File: config.mk
export PLATFORM = sky130hd
export DESIGN_NAME = pcg_gate_ctrl
export DESIGN_NICKNAME = d
export VERILOG_FILES = /design/src/logic/pcg_pkg.sv /design/src/logic/pcg_enable_bank.sv /design/src/logic/pcg_gate_ctrl.sv
export SDC_FILE = /design/constraint.sdc
export NUM_CORES = 1
export LEC_CHECK = 0
export ABC_AREA = 0
export CORE_AREA = 2 2 408 410
export DETAILED_ROUTE_END_ITERATION = 10
export DIE_AREA = 0 0 410 412
export DONT_BUFFER_PORTS = 1
export SLEW_MARGIN = 20
export SYNTH_ARGS = -nofsm -noshare
export SYNTH_HDL_FRONTEND = slang
export SYNTH_SLANG_ARGS = --single-unit
File: constraint.sdc
create_clock -name clk_i -period 2.8 [get_ports clk_i]
set_input_delay 0.14 -clock clk_i [delete_from_list [all_inputs] [get_ports clk_i]]
set_output_delay 0.14 -clock clk_i [all_outputs]
set_load 0.02 [all_outputs]
File: src/logic/pcg_pkg.sv
// Constants and types shared by the peripheral clock gate controller
package pcg_pkg;

  // Register file geometry
  localparam int NUM_REGS = 6;
  localparam int REG_W = 32;
  localparam int NUM_GATES = NUM_REGS * REG_W;

  // Byte offsets on the register bus
  localparam logic [7:0] OFF_ANALOG = 8'h00;
  localparam logic [7:0] OFF_COMPARATOR = 8'h04;
  localparam logic [7:0] OFF_CAPCMP = 8'h08;
  localparam logic [7:0] OFF_TIMER = 8'h0C;
  localparam logic [7:0] OFF_SERIAL = 8'h10;
  localparam logic [7:0] OFF_MISC = 8'h14;
  localparam logic [7:0] OFF_STATUS = 8'h18;

  // Register indices
  localparam logic [2:0] IDX_ANALOG = 3'h0;
  localparam logic [2:0] IDX_COMPARATOR = 3'h1;
  localparam logic [2:0] IDX_CAPCMP = 3'h2;
  localparam logic [2:0] IDX_TIMER = 3'h3;
  localparam logic [2:0] IDX_SERIAL = 3'h4;
  localparam logic [2:0] IDX_MISC = 3'h5;
  localparam logic [2:0] IDX_STATUS = 3'h6;
  localparam logic [2:0] IDX_NONE = 3'h7;

  // Field positions of the disable bits
  localparam int CONVERTER_BIT = 0;
  localparam int CHARGE_TIME_BIT = 8;
  localparam int COMP_REF_BIT = 12;
  localparam int COMPARATOR_BASE = 0;
  localparam int COMPARATOR_COUNT = 2;
  localparam int CAPTURE_BASE = 0;
  localparam int COMPARE_BASE = 16;
  localparam int UNIT_COUNT = 5;
  localparam int TIMER_BASE = 0;
  localparam int SERIAL_BASE = 0;
  localparam int SPI_BASE = 8;
  localparam int I2C_BASE = 16;
  localparam int PAIR_COUNT = 2;
  localparam int USB_BIT = 24;
  localparam int CALENDAR_BIT = 0;
  localparam int REFCLK_OUT_BIT = 1;
  localparam int PARALLEL_BIT = 16;

  // Implemented bits of each register
  localparam logic [31:0] ONE = 32'h0000_0001;
  localparam logic [31:0] FIVE_BITS = 32'h0000_001F;
  localparam logic [31:0] TWO_BITS = 32'h0000_0003;
  localparam logic [31:0] ANALOG_MASK = (ONE << CONVERTER_BIT) | (ONE << CHARGE_TIME_BIT) | (ONE << COMP_REF_BIT);
  localparam logic [31:0] COMPARATOR_MASK = TWO_BITS << COMPARATOR_BASE;
  localparam logic [31:0] CAPCMP_MASK = (FIVE_BITS << CAPTURE_BASE) | (FIVE_BITS << COMPARE_BASE);
  localparam logic [31:0] TIMER_MASK = FIVE_BITS << TIMER_BASE;
  localparam logic [31:0] SERIAL_MASK = (FIVE_BITS << SERIAL_BASE) | (TWO_BITS << SPI_BASE) |
                                        (TWO_BITS << I2C_BASE) | (ONE << USB_BIT);
  localparam logic [31:0] MISC_MASK = (ONE << CALENDAR_BIT) | (ONE << REFCLK_OUT_BIT) | (ONE << PARALLEL_BIT);

  // Reset values
  localparam logic [31:0] GATE_RESET = 32'h0000_0000;
  localparam logic [5:0] STATUS_RESET = 6'h00;

  typedef logic [NUM_REGS-1:0][REG_W-1:0] pcg_bank_t;

  localparam pcg_bank_t PRESENT_ALL = {MISC_MASK, SERIAL_MASK, TIMER_MASK, CAPCMP_MASK, COMPARATOR_MASK, ANALOG_MASK};

endpackage

File: src/logic/pcg_enable_bank.sv
// Registered clock enables, one per gated peripheral
`timescale 1ns/10ps
module pcg_enable_bank
  import pcg_pkg::*;
#(
  parameter int WIDTH = NUM_GATES
) (
  // Clock and reset
  input wire logic clk_i,
  input wire logic rst_i,
  // Disable bits and implemented-bit mask
  input wire logic [WIDTH-1:0] disable_i,
  input wire logic [WIDTH-1:0] present_i,
  // Enables toward the peripherals
  output logic [WIDTH-1:0] clk_en_o
);

  typedef struct packed {
    logic [WIDTH-1:0] en;
  } pcg_bank_state_t;

  pcg_bank_state_t bank_q;
  pcg_bank_state_t bank_d;

  // Enable moves only on a rising edge, so a cell never sees a short pulse
  always_comb begin
    bank_d = bank_q;
    bank_d.en = ~disable_i & present_i;
  end

  // Reset clears every enable; present peripherals get their clock from the first edge after reset
  always_ff @(posedge clk_i) begin
    if (rst_i) begin
      bank_q <= '0;
    end else begin
      bank_q <= bank_d;
    end
  end

  assign clk_en_o = bank_q.en;

endmodule // pcg_enable_bank

File: src/logic/pcg_gate_ctrl.sv
// Peripheral clock gate controller with Wishbone register access
// How it works
// - Setting a disable bit stops that peripheral's clock, leaving it at minimum power.
// - A gated peripheral's register writes are dropped and its reads are marked invalid.
// - Disable bits reset to zero; clearing a bit restores clock and register access.
// - Analog register: converter bit 0, charge-time bit 8, reference bit 12; comparators bits 0-1.
// - Captures at bits 0-4, compares at 16-20, timers one to five at bits 0-4.
// - Serial bits 0-4, SPI 8-9, I2C 16-17; calendar 0, ref clock 1, parallel 16.
// - Only bits of peripherals present on this variant exist; others read zero.
//
// Decided for this implementation: the placing of the registers and the Wishbone interface to the registers.
`timescale 1ns/10ps
module pcg_gate_ctrl
  import pcg_pkg::*;
#(
  parameter pcg_bank_t PRESENT = PRESENT_ALL
) (
  // Clock and reset
  input wire logic clk_i,
  input wire logic rst_i,
  // Wishbone slave
  input wire logic cyc_i,
  input wire logic stb_i,
  input wire logic we_i,
  input wire logic [7:0] adr_i,
  input wire logic [3:0] sel_i,
  input wire logic [31:0] dat_i,
  output logic [31:0] dat_o,
  output logic ack_o,
  // Peripheral state seen by the misuse monitor
  input wire logic [NUM_GATES-1:0] periph_on_i,
  input wire logic usb_busy_i,
  // Peripheral register access filter
  input wire logic [NUM_GATES-1:0] periph_sel_i,
  input wire logic periph_we_i,
  output logic [NUM_GATES-1:0] periph_wr_en_o,
  output logic [NUM_GATES-1:0] periph_rd_valid_o,
  // Clock enables toward the peripheral clock cells
  output logic [NUM_GATES-1:0] clk_en_o
);

  typedef struct packed {
    pcg_bank_t gate;
    logic [NUM_REGS-1:0] misuse;
    logic ack;
    logic [31:0] dat;
    logic [NUM_GATES-1:0] wr_en;
    logic [NUM_GATES-1:0] rd_valid;
  } pcg_state_t;

  pcg_state_t q;
  pcg_state_t d;

  logic [NUM_GATES-1:0] gate_flat;
  logic [NUM_GATES-1:0] present_flat;
  logic [NUM_GATES-1:0] busy_flat;
  logic req;
  logic [2:0] idx;

  // Byte address to register index; unmapped gives IDX_NONE
  function automatic logic [2:0] reg_index(input logic [7:0] adr);
    logic [2:0] r;
    case (adr)
      OFF_ANALOG: r = IDX_ANALOG;
      OFF_COMPARATOR: r = IDX_COMPARATOR;
      OFF_CAPCMP: r = IDX_CAPCMP;
      OFF_TIMER: r = IDX_TIMER;
      OFF_SERIAL: r = IDX_SERIAL;
      OFF_MISC: r = IDX_MISC;
      OFF_STATUS: r = IDX_STATUS;
      default: r = IDX_NONE;
    endcase
    return r;
  endfunction

  // Byte-lane merge of a write into an old value
  function automatic logic [31:0] lane_merge(input logic [31:0] old, input logic [31:0] wdat,
                                             input logic [3:0] sel);
    logic [31:0] m;
    m = old;
    for (int b = 0; b < 4; b++) begin
      if (sel[b]) begin
        m[b*8 +: 8] = wdat[b*8 +: 8];
      end
    end
    return m;
  endfunction

  assign gate_flat = q.gate;
  assign present_flat = PRESENT;
  assign req = cyc_i & stb_i & ~q.ack;
  assign idx = reg_index(adr_i);

  // USB busy counts as still running for the misuse monitor
  always_comb begin
    busy_flat = periph_on_i;
    busy_flat[IDX_SERIAL*REG_W + USB_BIT] = periph_on_i[IDX_SERIAL*REG_W + USB_BIT] | usb_busy_i;
  end

  always_comb begin
    logic [NUM_GATES-1:0] newly;
    logic [31:0] clr;
    newly = '0;
    clr = '0;
    d = q;
    d.ack = req;
    d.dat = 32'h0000_0000;
    if (req && we_i) begin
      if (idx < IDX_STATUS) begin
        // Absent bits never store, so they read back as zero
        d.gate[idx] = lane_merge(q.gate[idx], dat_i, sel_i) & PRESENT[idx];
      end else if (idx == IDX_STATUS) begin
        clr = lane_merge(32'h0000_0000, dat_i, sel_i);
        d.misuse = q.misuse & ~clr[NUM_REGS-1:0];
      end
    end
    if (req && !we_i) begin
      if (idx < IDX_STATUS) begin
        d.dat = q.gate[idx];
      end else if (idx == IDX_STATUS) begin
        d.dat = {26'h000_0000, q.misuse};
      end
    end
    // Gating a running peripheral is flagged; a new event beats a same-cycle clear
    newly = d.gate & ~q.gate & busy_flat;
    for (int r = 0; r < NUM_REGS; r++) begin
      if (|newly[r*REG_W +: REG_W]) begin
        d.misuse[r] = 1'b1;
      end
    end
    // Register access only reaches clocked peripherals
    d.wr_en = periph_sel_i & {NUM_GATES{periph_we_i}} & clk_en_o;
    d.rd_valid = periph_sel_i & {NUM_GATES{~periph_we_i}} & clk_en_o;
  end

  always_ff @(posedge clk_i) begin
    if (rst_i) begin
      q.gate <= {NUM_REGS{GATE_RESET}};
      q.misuse <= STATUS_RESET;
      q.ack <= 1'b0;
      q.dat <= 32'h0000_0000;
      q.wr_en <= '0;
      q.rd_valid <= '0;
    end else begin
      q <= d;
    end
  end

  // Enables are flops one edge behind the disable bits
  pcg_enable_bank #(
    .WIDTH(NUM_GATES)
  ) u_bank (
    .clk_i(clk_i),
    .rst_i(rst_i),
    .disable_i(gate_flat),
    .present_i(present_flat),
    .clk_en_o(clk_en_o)
  );

  assign dat_o = q.dat;
  assign ack_o = q.ack;
  assign periph_wr_en_o = q.wr_en;
  assign periph_rd_valid_o = q.rd_valid;
endmodule // pcg_gate_ctrl

==> results of run 1 <==
## worst min-delay path: stages
cell and delay (ps):
mux4_2 200, a21oi_1 60, nor2_1 140
## metrics by stage
stage / utilization / total power [mW] / cells / worst slack (ps)
3_5_place_dp: 0.0981 / 5.80 / 3793 / 231
4_1_cts: 0.115 / 11.9 / 3987 / 126
2_1_floorplan: - / 6.26 / 2225 / 477
3_3_place_gp: 0.0981 / 5.80 / 3793 / 301
5_1_grt: 0.115 / 12.2 / 3990 / 1.07
6_report: 0.115 / 11.7 / 4017 / 142
## final timing paths
check | startpoint | to | depth (start not counted)
worst max-delay path | adr_i[0] | q[419] | 10
worst min register to register | gate_flat[8] | u_bank.clk_en_o[8] | 1
worst max register to register | gate_flat[98] | q[420] | 9
worst min-delay path | adr_i[2] | dat_o[22] | 3
## power by group
part	leakage (nW)	internal, mW	total (mW)	switching [mW]
Sequential	2.68	4.75	4.87	0.125
Combinational	3.95	0.190	1.07	0.877
Clock	0.724	3.46	5.79	2.33
## layout make-up
class / count / area, sq um / share of cell area
Clock buffer: 55 / 1180 / 0.0623
Inverter: 13 / 48.8 / 0.00258
Sequential cell: 330 / 6610 / 0.349
Timing Repair Buffer: 155 / 1520 / 0.0802
Multi-Input combinational cell: 1226 / 6460 / 0.341
Clock inverter: 20 / 303 / 0.0160
Tap cell: 2189 / 2740 / 0.145
Antenna cell: 29 / 72.6 / 0.00383
## synth_stat cells, drive strengths merged (4+ instances only)
library cell	instances	area (sq um)
mux2i	46	460
nor2	111	417
clkbuf	62	233
nor3b	39	293
nor4	8	92.6
nor3	46	246
and2	112	701
nand2	124	468
buf	594	4420
nand2b	6	37.5
or2	5	31.3
nor2b	7	43.8
and3	48	300
mux4	17	383
inv	12	45.0
dfxtp	330	6610
nand3b	11	82.6
a211oi	12	90.1
a21oi	63	319
o22ai	11	68.8
or3	6	42.5
o21ai	25	125
nand4b	4	41.3
## routing by layer
metal,wire (um),global-route usage,share of wire,up-vias
met5,153,0,0.0023,-
met4,1590,0.0175,0.024,22
met3,12900,0.0544,0.19,113
met2,26400,0.0993,0.39,687
met1,26100,0.0933,0.39,5049
li1,-,-,-,4758
## cells by family after synthesis
kind of cell | count (synthesis) | share of synthesized area
compound gates | 146 | 0.0563
buf+inv | 669 | 0.295
flops | 330 | 0.414
mux | 65 | 0.0543
other cells | 1 | 0.000235
simple gates | 538 | 0.180
## what timing repair did
item | in CTS | in global routing
hold buffers | 119 | 1
endpoints found under the setup margin | 0 | 2
resized for setup | 0 | 2
hold endpoints to repair | 174 | 3
## sequential cells by signal (all words and copies together), names as in the netlist
| name | count |
|---|---|
| dat_o | 32 |
| ack_o | 1 |
| periph_rd_valid_o | 33 |
| q | 6 |
| periph_wr_en_o | 33 |
| gate_flat | 192 |
| u_bank.clk_en_o | 33 |
==> results.md, run 1 <==
* Unrepaired setup endpoints after global routing: no
* WP data arrival at between 3000 and 4000 ps
* Initial antenna violation count at between 40 and 50
* CTS Buf Count at slightly above 40
* DIE WIDTH at around 410 um
* DRT iter0 DRCs at ~900
* Worst vdd ir at roughly 0.53 mV
* Cell breakdown of the critical path: dlygate4sd3_1 -> or2_2 -> or2_1 -> buf_4 -> o22ai_1 -> a21oi_2 -> a31oi_1 -> nand3_1 -> dlygate4sd3_1 -> o31a_1
* Average size of a mapped cell at 9.12 sq um
* Fin. max-slew vios at 0
* Design area at approximately 19,000 sq um
* First-pass GRT wire length at between 80,000 and 90,000 um
* Final HPWL from detailed placement at slightly above 50,000 um
* Sequential share of the synthesized area at 0.414
* Fmax at 0.376 GHz
* Post-Syn Instances at between 1,500 and 2,000
* YS warnings at 0
* Most frequent cell on the critical path: dlygate4sd3_1
* Syn-to-layout area delta at 18.6%
* Worst path bufs/invs at 3
* P_leak at 7.35 nW
* Core Region at approximately 160,000 sq um
* Fraction of layout cells with a size suffix above 1 at 0.0823
* GP Congestion at just over 0.8
* Relative slew slack at 0.425
* Period utilization at 0.949
* Hold Path Class: input pin to flop
* Grt ovf at 0
* I/O pins at roughly 1,000
* Vias at ~11,000
* Final hold viol count at 0
* WHS at ~11 ps
* FFs w/ async S/R, synth at 0
* I/O Buffers at 0
* DRT antenna net count at 0
* DR WL/cell at between 15 and 20 um
* Seq cells post-synth at between 300 and 400
* Detailed Route WL at ~67,000 um
* Clock slew at reported path FFs at ~60 ps
* Post-CTS setup buffer count at 0
* Vias in the first global route at slightly above 9,000
* Clock Tree Buf Depth at 3
* Critical path required time at 3310 ps
* Filler Cell Count at about 19,000
* Post-Synthesis Cell Area at between 15,000 and 20,000 sq um
* Critical path fanouts, max at 6
* Commonest non-fill, non-tap cell in the layout: conb_1
* Starting density of the core at 0.0971
* Setup Skew at 90.6 ps
* Die area at between 150,000 and 200,000 sq um
* Final #Nets at between 2,000 and 2,500
* Post-DP Area at between 15,000 and 20,000 sq um
* Startpoint Class: input pin
* CP max stage delay at 660 ps
* Most frequent cells in the layout: conb_1 (477), dfxtp_1 (330), nand2_1 (123), dlygate4sd3_1 (116), and2_1 (112)
* EDFF count, synth at 0
* Unique masters post-synth at 66
* Vias per cell at 2.65
* Crit-path leading delay family: buffers and inverters
* CTS Sinks at 330
* Status: finished, final reports clean
* # Max-Cap Violations at 0
* Global Route Usage Sum at 0.0743
* R2R setup slack at 150 ps
* Final setup vio count at 0
* Tightest Pin Transition at 861 ps
* Critical path start-end classification: input pin to flop
* # rows at roughly 150
* CTS tree: yes
* PD cells at between 600 and 700 nW/um^2
* Final Critical Period at 2660 ps
* Root Buffer: clkbuf_16
* Setup TNS at 0 ps
* Main flop type after synthesis: dfxtp_1
* Htree depth at 2
* Worst skew pair latency at 640 ps
* DRC violations left at 0
* Crit. End Element: flop
* Slowest CP cell: dlygate4sd3_1
* DRT Pass-1 Iters at 5
* Largest net degree at the start of global routing at ~140
* Die Y-Extent at just over 400 um
No activity file was read; power rests on OpenSTA's default activity.
==> inputs of run 2 (changes only) <==
--- a/config.mk
+++ b/config.mk
@@ -10,6 +10,7 @@
 export DETAILED_ROUTE_END_ITERATION = 10
 export DIE_AREA = 0 0 410 412
 export DONT_BUFFER_PORTS = 1
+export RECOVER_POWER = 25
 export SLEW_MARGIN = 20
 export SYNTH_ARGS = -nofsm -noshare
 export SYNTH_HDL_FRONTEND = slang
==> run 2 against run 1 <==
Against the previous run:
- critical path depth stayed put
- global-route usage unchanged
- count of clock-buffer cells in the layout unchanged
- clock power about the same
- wire length barely moved
- sequential share of layout area about the same
- total power about the same
- highest routed layer unchanged
==> results.md, run 2 (synthesis gave the netlist of run 1 again) <==
* Critical path fanouts, max at 6
* Syn-to-layout area delta at 18.6%
* WHS at about 13 ps
* Period utilization at 0.956
* Crit. End Element: flop
* Initial antenna violation count at 43
* DRT Pass-1 Iters at 5
* Starting density of the core at 0.0971
* # rows at about 150
* DRC violations left at 0
* Cell breakdown of the critical path: dlygate4sd3_1 -> or2_2 -> or2_1 -> buf_4 -> o22ai_1 -> a21oi_2 -> a31oi_1 -> nand3_1 -> dlygate4sd3_1 -> o31a_1
* Detailed Route WL at about 67,000 um
* Htree depth at 2
* Final setup vio count at 0
* GP Congestion at 0.809
* CP max stage delay at about 660 ps
* Final hold viol count at 0
* Startpoint Class: input pin
* Final Critical Period at about 2700 ps
* # Max-Cap Violations at 0
* Filler Cell Count at roughly 19,000
* Most frequent cells in the layout: conb_1 (477), dfxtp_1 (330), nand2_1 (123), dlygate4sd3_1 (116), and2_1 (112)
* Status: finished, final reports clean
* Net load switching power at about 3.3 mW
* CTS Sinks at 330
* DR WL/cell at roughly 17 um
* DIE WIDTH at between 400 and 500 um
* CTS Buf Count at 41
* Critical path start-end classification: input pin to flop
* Worst vdd ir at 0.526 mV
* P_leak at between 7 and 8 nW
* DRT iter0 DRCs at approximately 900
* Clock power frac at 0.494
* Largest net degree at the start of global routing at ~140
* Most frequent cell on the critical path: dlygate4sd3_1
* Final #Nets at 2,202
* Clock slew at reported path FFs at ~60 ps
* Setup Skew at 90.5 ps
* Vias per cell at between 2 and 3
* Max reg flops at about 190
* Sw Ratio at 0.284
* Vias at approximately 11,000
* Worst skew pair latency at around 640 ps
* Internal Power at 8.40 mW
* WP data arrival at between 3000 and 4000 ps
* Hold Path Class: input pin to flop
* Vias in the first global route at 9,119
* Root Buffer: clkbuf_16
* Tightest Pin Transition at 861 ps
* Final HPWL from detailed placement at about 51,000 um
* I/O pins at between 1,000 and 1,500
* Core Region at roughly 160,000 sq um
* Overall power at around 12 mW
* Fmax at between 0.3 and 0.4 GHz
* Clock Tree Buf Depth at 3
* Setup TNS at 0 ps
* Worst path bufs/invs at 3
* Critical path required time at approximately 3300 ps
* Crit-path leading delay family: buffers and inverters
* Fraction of layout cells with a size suffix above 1 at 0.0812
* I/O Buffers at 0
* Unrepaired setup endpoints after global routing: no
* Global Route Usage Sum at 0.0743
* DRT antenna net count at 0
* Die area at between 150,000 and 200,000 sq um
* Grt ovf at 0
* Relative slew slack at 0.425
* Sequential power share at 0.415
* First-pass GRT wire length at 84,000 um
* CTS tree: yes
* Fin. max-slew vios at 0
* Die Y-Extent at slightly above 400 um
* PD cells at a little over 600 nW/um^2
* Comb pwr share at 0.091
* Slowest CP cell: dlygate4sd3_1
* Commonest non-fill, non-tap cell in the layout: conb_1
## run 2: final timing paths
check                        to  cells past startpoint  slack [ps]          start
max                      q[419]                     10         120       adr_i[0]
min                   dat_o[22]                      3          10       adr_i[2]
max reg2reg              q[420]                      9         130  gate_flat[98]
min reg2reg  u_bank.clk_en_o[8]                      1         430   gate_flat[8]
## run 2: area by class of cell
class / instances / area (sq um) / share of cell area
Inverter: 13 / 48.8 / 0.00258
Timing Repair Buffer: 155 / 1520 / 0.0801
Sequential cell: 330 / 6610 / 0.349
Clock inverter: 20 / 303 / 0.0160
Clock buffer: 55 / 1180 / 0.0623
Multi-Input combinational cell: 1226 / 6460 / 0.341
Antenna cell: 27 / 67.6 / 0.00357
Tap cell: 2189 / 2740 / 0.145
## run 2: metrics by stage
step	std cells	util	area [sq um]	worst slack, ps
after floorplan	2225	-	17700	477
after global placement	3793	0.0981	16100	301
after detailed placement	3793	0.0981	16100	231
after global routing	3990	0.115	18900	1.07
after CTS	3987	0.115	18800	126
final	4015	0.115	18900	124
## run 2: power groups by stage
stage	sequential [mW]	combinational [mW]	clock (mW)
after floorplan	4.90	1.36	0
final	4.87	1.07	5.79
after detailed placement	4.99	0.815	0
after global placement	4.99	0.811	0
after global routing	4.88	1.14	6.16
after CTS	4.88	1.04	5.99
## run 2: routing by layer
metal	GRT usage	share of wire
met5	0	0.0025
met4	0.0175	0.024
met3	0.0544	0.19
met2	0.0993	0.39
met1	0.0933	0.39
## run 2: worst reg2reg max path: cells and delay by family, from the launching register on
family	cells	cell delay, ps
compound gates	4	930
mux	1	230
simple gates	2	260
flops	1	350
buf+inv	2	790
## run 2: repair_timing
action,in CTS,in global routing
endpoints found under the setup margin,0,2
endpoints found under the hold margin,174,3
gates resized for setup,0,2
setup buffers,0,0
hold buffers,119,1
